<file path="src/pm_regs_defines.vh">
// Offsets, field positions and codes of the power management register dword
`ifndef PM_REGS_DEFINES_VH
`define PM_REGS_DEFINES_VH
`define PM_DWORD_ADDR      8'hE0
`define PM_CTRL_OFFSET     8'hE0
`define PM_EXT_OFFSET      8'hE2
`define PM_DATA_OFFSET     8'hE3
`define PM_STATE_LSB       0
`define PM_STATE_MSB       1
`define PM_STATE_D0        2'h0
`define PM_STATE_D1        2'h1
`define PM_STATE_D2        2'h2
`define PM_STATE_D3        2'h3
`define PM_STATE_RESET     2'h0
`define PM_CLKSTOP_BIT     22
`define PM_BPCC_BIT        23
`define PM_RESET_PULSE_CYC 4'h4
`define PM_RSVLO_LSB       2
`define PM_RSVLO_MSB       7
`define PM_WAKE_EN_BIT     8
`define PM_DSEL_LSB        9
`define PM_DSEL_MSB        12
`define PM_DSCALE_LSB      13
`define PM_DSCALE_MSB      14
`define PM_WAKE_STAT_BIT   15
`define PM_RSVEXT_LSB      16
`define PM_RSVEXT_MSB      21
`define PM_DATA_LSB        24
`define PM_DATA_MSB        31
`define PM_RESERVED_VALUE  6'h00
`define PM_DSEL_VALUE      4'h0
`define PM_DSCALE_VALUE    2'h0
`define PM_DATA_VALUE      8'h00
`define PM_SYNC_RESET      3'h0
`define PM_STRAP_RESET     1'b0
`define PM_CLK_RUN_RESET   1'b1
`define PM_PULSE_RESET     1'b0
`define PM_READ_RESET      32'h0000_0000
`endif

</file>
<file path="src/pm_regs.v">
// Power management control/status, bridge extension and data register dword
// What this block does
// - Two-bit power state, D0 or D3, resets D0
// - Unimplemented state writes complete, change nothing
// - D3 to D0 write pulses internal chip reset
// - Wake enable and wake status read zero
// - Data select and scale fields read zero
// - Data byte reads as 00h always
// - Bit 23 follows the power/clock strap
// - Bit 22 reads one when bit 23 set
// - Strap high and D3hot stops secondary clocks
// - Low byte enables select fields in dword
// - Reserved fields read only, return zero
`include "pm_regs_defines.vh"

module pm_regs (
  input  wire        core_clk,
  input  wire        rst_n,
  input  wire        cfgWrite,
  input  wire        cfgRead,
  input  wire [7:0]  cfgAddr,
  input  wire [3:0]  byteEnable_n,
  input  wire [31:0] cfgWriteData,
  input  wire        clockCtrlStrap,
  output reg  [31:0] cfgReadData,
  output reg         chipReset,
  output reg         secClockRun
);

  // ----------------------------------------------------------------------
  // Local constants
  // ----------------------------------------------------------------------
  localparam [7:0]  DWORD_ADDR     = `PM_DWORD_ADDR;
  localparam [1:0]  STATE_D0       = `PM_STATE_D0;
  localparam [1:0]  STATE_D1       = `PM_STATE_D1;
  localparam [1:0]  STATE_D2       = `PM_STATE_D2;
  localparam [1:0]  STATE_D3       = `PM_STATE_D3;
  localparam [1:0]  STATE_RESET    = `PM_STATE_RESET;
  localparam [3:0]  PULSE_CYCLES   = `PM_RESET_PULSE_CYC;
  localparam [3:0]  PULSE_IDLE     = 4'h0;
  localparam [3:0]  PULSE_STEP     = 4'h1;
  localparam [2:0]  SYNC_RESET     = `PM_SYNC_RESET;
  localparam [0:0]  STRAP_RESET    = `PM_STRAP_RESET;
  localparam [0:0]  CLK_RUN_RESET  = `PM_CLK_RUN_RESET;
  localparam [0:0]  PULSE_RESET    = `PM_PULSE_RESET;
  localparam [31:0] READ_RESET     = `PM_READ_RESET;
  localparam [5:0]  RESERVED_VALUE = `PM_RESERVED_VALUE;
  localparam [3:0]  DSEL_VALUE     = `PM_DSEL_VALUE;
  localparam [1:0]  DSCALE_VALUE   = `PM_DSCALE_VALUE;
  localparam [7:0]  DATA_VALUE     = `PM_DATA_VALUE;

  // Widths
  localparam        LANES          = 4;
  localparam        LANE_WIDTH     = 8;
  localparam        DWORD_WIDTH    = 32;
  localparam        STATE_WIDTH    = 2;
  localparam        COUNT_WIDTH    = 4;

  // ----------------------------------------------------------------------
  // Synchroniser and power state storage
  // ----------------------------------------------------------------------
  reg  [2:0]             strapSync_reg;
  reg                    strapLevel_reg;
  reg                    strapLevel_next;
  wire                   strapAgree;
  reg  [STATE_WIDTH-1:0] powerState_reg;
  reg  [STATE_WIDTH-1:0] powerState_next;
  wire [STATE_WIDTH-1:0] stateCode;
  reg                    resetStart;
  reg  [COUNT_WIDTH-1:0] resetCount_reg;
  reg  [COUNT_WIDTH-1:0] resetCount_next;
  reg                    chipReset_next;
  reg                    secClockRun_next;

  // ----------------------------------------------------------------------
  // Decode and read image
  // ----------------------------------------------------------------------
  wire                   hitDword;
  wire                   writeHit;
  wire                   readHit;
  wire [LANES-1:0]       laneOn;
  wire [DWORD_WIDTH-1:0] laneMask;
  wire                   wakeEnableBit;
  wire                   wakeStatusBit;
  wire [3:0]             dataSelectField;
  wire [1:0]             dataScaleField;
  wire [5:0]             reservedLow;
  wire [5:0]             reservedExt;
  wire                   clockStopBit;
  wire                   bpccEnableBit;
  wire [LANE_WIDTH-1:0]  dataByte;
  reg  [DWORD_WIDTH-1:0] readWord;
  reg  [DWORD_WIDTH-1:0] cfgReadData_next;

  // ----------------------------------------------------------------------
  // Strap synchroniser
  // ----------------------------------------------------------------------
  // The first stage may go metastable; only the later two are compared
  assign strapAgree = (strapSync_reg[1] == strapSync_reg[2]);

  always @* begin
    strapLevel_next = strapLevel_reg;
    if (strapAgree)
      strapLevel_next = strapSync_reg[2];
    else
      strapLevel_next = strapLevel_reg;
  end

  always @(posedge core_clk or negedge rst_n) begin
    if (!rst_n) begin
      strapSync_reg  <= SYNC_RESET;
      strapLevel_reg <= STRAP_RESET;
    end else begin
      strapSync_reg  <= {strapSync_reg[1:0], clockCtrlStrap};
      strapLevel_reg <= strapLevel_next;
    end
  end

  // ----------------------------------------------------------------------
  // Address and byte lane decode
  // ----------------------------------------------------------------------
  assign hitDword = (cfgAddr[7:2] == DWORD_ADDR[7:2]);
  assign writeHit = cfgWrite && hitDword;
  assign readHit  = cfgRead && hitDword;

  // Byte enables are active low; lane n covers bits 8n+7 down to 8n
  genvar lane;
  generate
    for (lane = 0; lane < LANES; lane = lane + 1) begin : laneGen
      assign laneOn[lane]              = !byteEnable_n[lane];
      assign laneMask[8*lane+7:8*lane] = {LANE_WIDTH{laneOn[lane]}};
    end
  endgenerate

  // ----------------------------------------------------------------------
  // Power state writes
  // ----------------------------------------------------------------------
  assign stateCode = cfgWriteData[`PM_STATE_MSB:`PM_STATE_LSB];

  always @* begin
    powerState_next = powerState_reg;
    // Only lane 0 carries a writable field; writes on other lanes change nothing
    if (writeHit && laneOn[0]) begin
      case (stateCode)
        STATE_D0: powerState_next = STATE_D0;
        STATE_D1: powerState_next = powerState_reg;
        STATE_D2: powerState_next = powerState_reg;
        STATE_D3: powerState_next = STATE_D3;
        default:  powerState_next = powerState_reg;
      endcase
    end else begin
      powerState_next = powerState_reg;
    end
  end

  always @* begin
    resetStart = 1'b0;
    case (powerState_reg)
      STATE_D0: resetStart = 1'b0;
      STATE_D3: resetStart = (powerState_next == STATE_D0);
      default:  resetStart = 1'b0;
    endcase
  end

  // ----------------------------------------------------------------------
  // Internal reset pulse
  // ----------------------------------------------------------------------
  always @* begin
    resetCount_next = resetCount_reg;
    if (resetStart)
      resetCount_next = PULSE_CYCLES;
    else if (resetCount_reg != PULSE_IDLE)
      resetCount_next = resetCount_reg - PULSE_STEP;
    else
      resetCount_next = PULSE_IDLE;
  end

  // This pulse never reaches the secondary bus reset pin, nor this block
  always @* begin
    chipReset_next = 1'b0;
    if (resetCount_next != PULSE_IDLE)
      chipReset_next = 1'b1;
  end

  // ----------------------------------------------------------------------
  // Secondary clock control
  // ----------------------------------------------------------------------
  // Follows the next state so the clocks stop in the same cycle as the state
  always @* begin
    secClockRun_next = 1'b1;
    case (powerState_next)
      STATE_D0: secClockRun_next = 1'b1;
      STATE_D1: secClockRun_next = 1'b1;
      STATE_D2: secClockRun_next = 1'b1;
      STATE_D3: secClockRun_next = !strapLevel_reg;
      default:  secClockRun_next = 1'b1;
    endcase
  end

  // ----------------------------------------------------------------------
  // Power management control/status fields
  // ----------------------------------------------------------------------
  assign reservedLow     = RESERVED_VALUE;
  assign wakeEnableBit   = 1'b0;
  assign dataSelectField = DSEL_VALUE;
  assign dataScaleField  = DSCALE_VALUE;
  assign wakeStatusBit   = 1'b0;

  // ----------------------------------------------------------------------
  // Bridge support extension fields
  // ----------------------------------------------------------------------
  assign reservedExt   = RESERVED_VALUE;
  assign bpccEnableBit = strapLevel_reg;
  // Bit 22 is undefined with the strap low; copying the strap keeps it simple
  assign clockStopBit  = strapLevel_reg;

  // ----------------------------------------------------------------------
  // Data byte
  // ----------------------------------------------------------------------
  assign dataByte = DATA_VALUE;

  // ----------------------------------------------------------------------
  // Read data assembly
  // ----------------------------------------------------------------------
  always @* begin
    readWord = READ_RESET;
    readWord[`PM_STATE_MSB:`PM_STATE_LSB]   = powerState_reg;
    readWord[`PM_RSVLO_MSB:`PM_RSVLO_LSB]   = reservedLow;
    readWord[`PM_WAKE_EN_BIT]               = wakeEnableBit;
    readWord[`PM_DSEL_MSB:`PM_DSEL_LSB]     = dataSelectField;
    readWord[`PM_DSCALE_MSB:`PM_DSCALE_LSB] = dataScaleField;
    readWord[`PM_WAKE_STAT_BIT]             = wakeStatusBit;
    readWord[`PM_RSVEXT_MSB:`PM_RSVEXT_LSB] = reservedExt;
    readWord[`PM_CLKSTOP_BIT]               = clockStopBit;
    readWord[`PM_BPCC_BIT]                  = bpccEnableBit;
    readWord[`PM_DATA_MSB:`PM_DATA_LSB]     = dataByte;
  end

  // Lanes that are not enabled, and other addresses, read as zero
  always @* begin
    cfgReadData_next = READ_RESET;
    if (readHit)
      cfgReadData_next = readWord & laneMask;
    else
      cfgReadData_next = READ_RESET;
  end

  // ----------------------------------------------------------------------
  // Power state register
  // ----------------------------------------------------------------------
  always @(posedge core_clk or negedge rst_n) begin
    if (!rst_n) begin
      powerState_reg <= STATE_RESET;
    end else begin
      powerState_reg <= powerState_next;
    end
  end

  // ----------------------------------------------------------------------
  // Reset pulse counter
  // ----------------------------------------------------------------------
  always @(posedge core_clk or negedge rst_n) begin
    if (!rst_n) begin
      resetCount_reg <= PULSE_IDLE;
    end else begin
      resetCount_reg <= resetCount_next;
    end
  end

  // ----------------------------------------------------------------------
  // Chip reset output
  // ----------------------------------------------------------------------
  always @(posedge core_clk or negedge rst_n) begin
    if (!rst_n) begin
      chipReset <= PULSE_RESET;
    end else begin
      chipReset <= chipReset_next;
    end
  end

  // ----------------------------------------------------------------------
  // Secondary clock output
  // ----------------------------------------------------------------------
  always @(posedge core_clk or negedge rst_n) begin
    if (!rst_n) begin
      secClockRun <= CLK_RUN_RESET;
    end else begin
      secClockRun <= secClockRun_next;
    end
  end

  // ----------------------------------------------------------------------
  // Read data output
  // ----------------------------------------------------------------------
  always @(posedge core_clk or negedge rst_n) begin
    if (!rst_n) begin
      cfgReadData <= READ_RESET;
    end else begin
      cfgReadData <= cfgReadData_next;
    end
  end

endmodule // pm_regs

</file>
<file path="config.mk">
export PLATFORM = sky130hd
export DESIGN_NAME = pm_regs
export DESIGN_NICKNAME = d
export VERILOG_FILES = /design/src/pm_regs.v
export VERILOG_INCLUDE_DIRS = /design/src
export SDC_FILE = /design/constraint.sdc
export NUM_CORES = 1
export LEC_CHECK = 0
export BUFFER_PORTS_ARGS = -buffer_cell sky130_fd_sc_hd__buf_2
export CORE_AREA = 2 2 40 79
export CTS_CLUSTER_SIZE = 14
export DETAILED_ROUTE_END_ITERATION = 8
export DIE_AREA = 0 0 42 81
export GPL_TIMING_DRIVEN = 0
export PLACE_DENSITY = 0.84
export SLEW_MARGIN = 20
export SYNTH_ARGS = -nofsm -noshare
export SYNTH_HDL_FRONTEND = slang
export SYNTH_SLANG_ARGS = --single-unit
</file>
<file path="constraint.sdc">
create_clock -name core_clk -period 1.2 [get_ports core_clk]
set_input_delay 0.18 -clock core_clk [delete_from_list [all_inputs] [get_ports core_clk]]
set_output_delay 0.18 -clock core_clk [all_outputs]
set_load 0.005 [all_outputs]
</file>
After elaboration in Yosys (flattened, before gate mapping) --
Cells that the tools add are included.
Cells by class: add/sub/neg operators 1, equality and inequality tests 9, muxes and demuxes 8, bitwise logic cells 1, reductions and logical operators 14
Operator list (number):
- 24-bit by 32-bit bitwise AND with 32-bit output | 1
- 32-bit 2-to-1 mux | 1
- 2-bit == test, second input constant | 5
- 4-bit 2-to-1 mux | 2
- 4-bit nonzero test | 2
- 6-bit == test, second input constant | 1
- 2-bit case mux with 3 select lines | 1
- 1-bit logical NOT | 5
- 2-bit by 1-bit == test with 1-bit output, second input constant | 2
- 2-bit logical NOT | 2
- 4-bit by 1-bit subtractor with 4-bit output, second input constant | 1
- 1-bit logical AND | 3
- 3-bit OR reduction | 1
- 1-bit 2-to-1 mux | 2
- 2-bit 2-to-1 mux | 1
- 1-bit case mux with 2 select lines | 1
- 2-bit OR reduction | 1
- 1-bit == test | 1
Storage, ports and cells: register bits 44, input port bits 49, output and inout bits 34, logic and storage cells 40

Longest topological paths before layout --
word-level depth 9, mapped depth 5, depth with buffers taken out 5

Least setup slack after synthesis --
No wires, ideal clock.
kind input -> register, from in cfgWriteData[0], to reg chipReset, library setup time 0.065 ns, data arrival time 1.336 ns, data required time 1.135 ns, path slack -0.201 ns, stages on the path 5, buffers on the path 0, cell sequence inv_1 > ha_1 > or2_2 > a2111oi_4 > or3_1
On the way: cells in the longest elaborated chain, start to end 9, elaborated cells on any way between the ends 12, those cells by class eq/ne (3); mux (5); reduce/logical (4)
RTL lines:
- start, declared | RTL line pm_regs.v:23 | input wire [31:0] cfgWriteData,
- 2-bit == test / 2-bit by 1-bit == test with 1-bit output (equally long branches) | RTL line pm_regs.v:144 | case (stateCode)
- 2-bit OR reduction (no source line)
- 2-bit case mux with 3 select lines * | RTL line pm_regs.v:144
- 2-bit 2-to-1 mux * | RTL line pm_regs.v:143 | if (writeHit && laneOn[0]) begin
- 2-bit logical NOT * | RTL line pm_regs.v:160 | STATE_D3: resetStart = (powerState_next == STATE_D0);
- 1-bit 2-to-1 mux * | RTL line pm_regs.v:158 | case (powerState_reg)
- 4-bit 2-to-1 mux * | RTL line pm_regs.v:170 | if (resetStart)
- 4-bit nonzero test * | RTL line pm_regs.v:181 | if (resetCount_next != PULSE_IDLE)
- 1-bit 2-to-1 mux * | RTL line pm_regs.v:181
- named net chipReset_next | RTL line pm_regs.v:72 | reg chipReset_next;
- end signal, assigned | RTL line pm_regs.v:277 | chipReset <= chipReset_next;
- end, declared | RTL line pm_regs.v:26 | output reg chipReset,
The timed path passes the listed nets; every way through them passes the cells marked *. A chain may end at the register's enable or synchronous reset.

Worst setup path after layout --
from reg resetCount_reg[1], to reg chipReset
On the way: cells in the longest elaborated chain, start to end 5, elaborated cells on any way between the ends 6, those cells by class add/sub (1); mux (3); reduce/logical (2)
RTL lines:
- start, declared | RTL line pm_regs.v:70 | reg [COUNT_WIDTH-1:0] resetCount_reg;
- start signal, assigned | RTL line pm_regs.v:266 | resetCount_reg <= resetCount_next;
- 4-bit by 1-bit subtractor with 4-bit output / 4-bit nonzero test (equally long branches) | RTL line pm_regs.v:173, pm_regs.v:172
- 4-bit 2-to-1 mux * | RTL line pm_regs.v:172 | else if (resetCount_reg != PULSE_IDLE)
- 4-bit 2-to-1 mux * | RTL line pm_regs.v:170
- 4-bit nonzero test * | RTL line pm_regs.v:181
- 1-bit 2-to-1 mux * | RTL line pm_regs.v:181
- named net chipReset_next | RTL line pm_regs.v:72
Marks and branches as above.

==> summary.md <==
| Metric | Value |
|---|---|
| N_diodes | `0` |
| Syn. warnings | `0` |
| Final worst clock skew | `~2.2 ps` |
| Antenna Nets Post-Route | `0` |
| Minimum clock period | `~1300 ps` |
| Hold Path Depth | `1` |
| Cell Pwr Density | `~1300 nW/um2` |
| Area share of the largest cell type after synthesis | `0.3949` |
| Full die area | `3402 um2` |
| Initial core utilization | `0.3126` |
| P&R area growth vs syn | `41.47%` |
| Vias in the first global route | `635` |
| Fin crit share | `1.083` |
| Prevailing post-synth register cell | `dfrtp_1` |
| Final count of pins violating max slew | `0` |
| Number of buffers created by CTS | `3` |
| Flops & latches, synth | `15` |
| Pre-CTS setup slack | `-323.0 ps` |
| CTS root buf | `clkbuf_8` |
| Fmax | `0.7693 GHz` |
| Pre-antenna DRT Iters | `3` |
| DP HPWL | `1.186 mm` |
| Sequential Power Share | `0.408` |
| Slowest stage delay, CP | `about 380 ps` |
| Reg2reg path depth | `5` |
| IR drop worst, VDD | `0.8812 mV` |
| RSZ-0062 raised after global routing | `true` |
| Status | `finished, violations left` |
| GP Congestion | `0.7470` |
| Largest register FFs | `4` |
| Synth Cell Area | `a little under 900 um2` |
| Req. time, crit path | `~1300 ps` |
| Core area | `2838 um2` |
| Psw | `484.9 uW` |
| DR vias | `647` |
| Post-Synth XOR/XNOR Area | `0` |
| Share of cells above drive strength 1 | `0.4891` |
| Mux cell area share after synthesis | `0.01128` |
| CTS tree | `yes` |
| CP Data Arrival Time | `between 1000 and 1500 ps` |
| Worst-skew pair later-pin latency | `250 ps` |
| Clk buf depth | `2` |
| Setup CP Type | `register to register` |
| Drt wl/cell | `between 9 and 10 um` |
| Ports | `83` |
| FP Rows | `28` |
| Clock Power Share | `0.246` |
| Synth area leader | `dfrtp_1` |
| Remaining DRCs | `0` |
| Fin. Hold Viols | `0` |
| Die W | `42 um` |
| Min-delay worst type | `input pin to register` |
| CP Launch Type | `register` |
| Post-synth EDFFs | `0` |
| Power Internal | `1.171 mW` |
| Switching Share | `0.2928` |
| Post-layout net count | `190` |
| Hold WS | `33.28 ps` |
| Top post-synthesis cells by count | `buf_4 (29), dfrtp_1 (14), inv_1 (5)` |
| Die Y | `81 um` |
| Clock sinks | `15` |
| I/O Buffers | `20` |
| Final WL | `1.521 mm` |
| Most numerous cell in the Yosys netlist | `buf_4` |
| Post-Synth Adder-Cell Area | `0.05360` |
| Synth area leaders | `dfrtp_1 (39%), buf_4 (25%), ha_1 (4.2%)` |
| Initial antenna violation count | `0` |
| Setup violations, final | `4` |
| Compound-Gate Fraction of Synth Area | `0.07334` |
| Failing checks | `negative setup slack` |
| Crit path capture type | `register` |
| Total global routing overflow | `0` |
| Crit-path max FO | `3` |
| Sequential-to-total area share from yosys stat | `0.4245` |
| H-tree depth | `1` |
| Pin count of the biggest net entering global routing | `16` |
| Post-route setup slack | `-99.83 ps` |
| 1st-iter DRT viols | `10` |
| Slowest-stage cell, CP | `dfrtp_1` |
| Combinational Power Share | `0.346` |
| First-pass GRT wire length | `2.415 mm` |
| CTS clk-pin slew, worst paths | `60 ps` |
| Max cap viols | `0` |
| Synth unique cells | `26` |
| Async set-or-reset flop fraction in the synthesized netlist | `1.000` |
| Leakage | `0.7067 nW` |
| Vias per cell | `3.874` |
| Syn_area_per_cell | `10.82 um2` |
| Total GRT Usage | `0.09199` |
| Fillcell total | `around 270` |
| Main combinational cell family by area after synthesis | `buffers and inverters` |
| Cells after Synth | `82` |
| Worst path cell trace | `inv_1 -> ha_2 -> nand2b_4 -> a31oi_1 -> or3_1` |
| Simple-Gate Fraction of Synth Area | `0.1664` |
[cell families after synthesis]
| logic type | Yosys count |
|---|---|
| buf+inv | 34 |
| simple gates | 21 |
| flops | 15 |
| compound gates | 6 |
| fa+ha+maj | 4 |
| mux | 1 |
| other cells | 1 |
[per-stage QoR]
| stage | cell area (um2) | util | cells | setup TNS (ps) | total power [mW] |
|---|---|---|---|---|---|
| floorplan | 991.0 | - | 109 | -631.2 | 0.9998 |
| global placement | 1129 | 0.3977 | 159 | -2197 | 1.085 |
| detailed placement | 1129 | 0.3977 | 159 | -2321 | 1.110 |
| CTS | 1236 | 0.4356 | 166 | -132.5 | 1.624 |
| global route | 1255 | 0.4422 | 167 | -395.5 | 1.769 |
| finish | 1255 | 0.4422 | 167 | -151.2 | 1.656 |
[final timing paths]
kind	from	endpoint	slack [ps]
max	resetCount_reg[1]$_DFF_PN0_	chipReset$_DFF_PN0_	-100
min	clockCtrlStrap	strapSync_reg[0]$_DFF_PN0_	30
max reg2reg	resetCount_reg[1]$_DFF_PN0_	chipReset$_DFF_PN0_	-100
min reg2reg	strapSync_reg[0]$_DFF_PN0_	strapSync_reg[1]$_DFF_PN0_	350
max in group asynchronous	rst_n	secClockRun$_DFF_PN1_	550
min in group asynchronous	rst_n	strapSync_reg[1]$_DFF_PN0_	360
[power by group through the flow]
stage               combinational, mW  sequential [mW]  clock, mW
finish                          0.573            0.676      0.408
global placement                0.413            0.671          0
CTS                             0.533            0.670      0.421
detailed placement              0.435            0.675          0
global route                    0.633            0.689      0.446
floorplan                       0.338            0.662          0
[layer usage]
| layer | global-route usage | vias to the layer above | part of all wire |
|---|---|---|---|
| li1 | - | 330 | - |
| met1 | 0.08276 | 286 | 0.37 |
| met2 | 0.1813 | 29 | 0.53 |
| met3 | 0.02222 | 2 | 0.082 |
| met4 | 0.04839 | 0 | 0.016 |
| met5 | 0 | - | 0 |
[placed cells by master (no fill, tap or decap), types with 2 or more instances in the layout]
master    netlist  layout
buf_4          29      32
conb_1          1      28
nor2_1          2       2
inv_1           5       4
clkbuf_8        0       3
buf_2           0      19
dfrtp_1        14      14
nand2_1         2       2
nor3_1          4       4
and4b_1         3       3
a21o_1          2       2
[critical path, delay by kind of cell (launching register included)]
kind	cells	cell delay [ps]
AOI/OAI and AO/OA	1	80
adders and majority gates	1	200
buffers and inverters	1	70
DFF	1	380
and+or+nand+nor	2	470
[final cells by class]
| cell class | count | area, um2 | area share |
|---|---|---|---|
| sequential | 15 | 376.6 | 0.3001 |
| clock buffer | 3 | 41.29 | 0.03290 |
| clock inverter | 1 | 5.005 | 0.003988 |
| buffer | 29 | 217.7 | 0.1735 |
| multi-input combinational | 60 | 419.2 | 0.3340 |
| timing repair buffer | 24 | 138.9 | 0.1107 |
| tap | 30 | 37.54 | 0.02991 |
| inverter | 5 | 18.77 | 0.01496 |
[timing repair]
action                     4_1_cts  5_1_grt
hold buffers                     1        0
gates cloned                     0        0
pin swaps                        2        1
setup buffers                    2        1
setup endpoints to repair        7        6
hold endpoints to repair        14        0
resized for setup                7        2
Power figures use the tool's default switching activity.
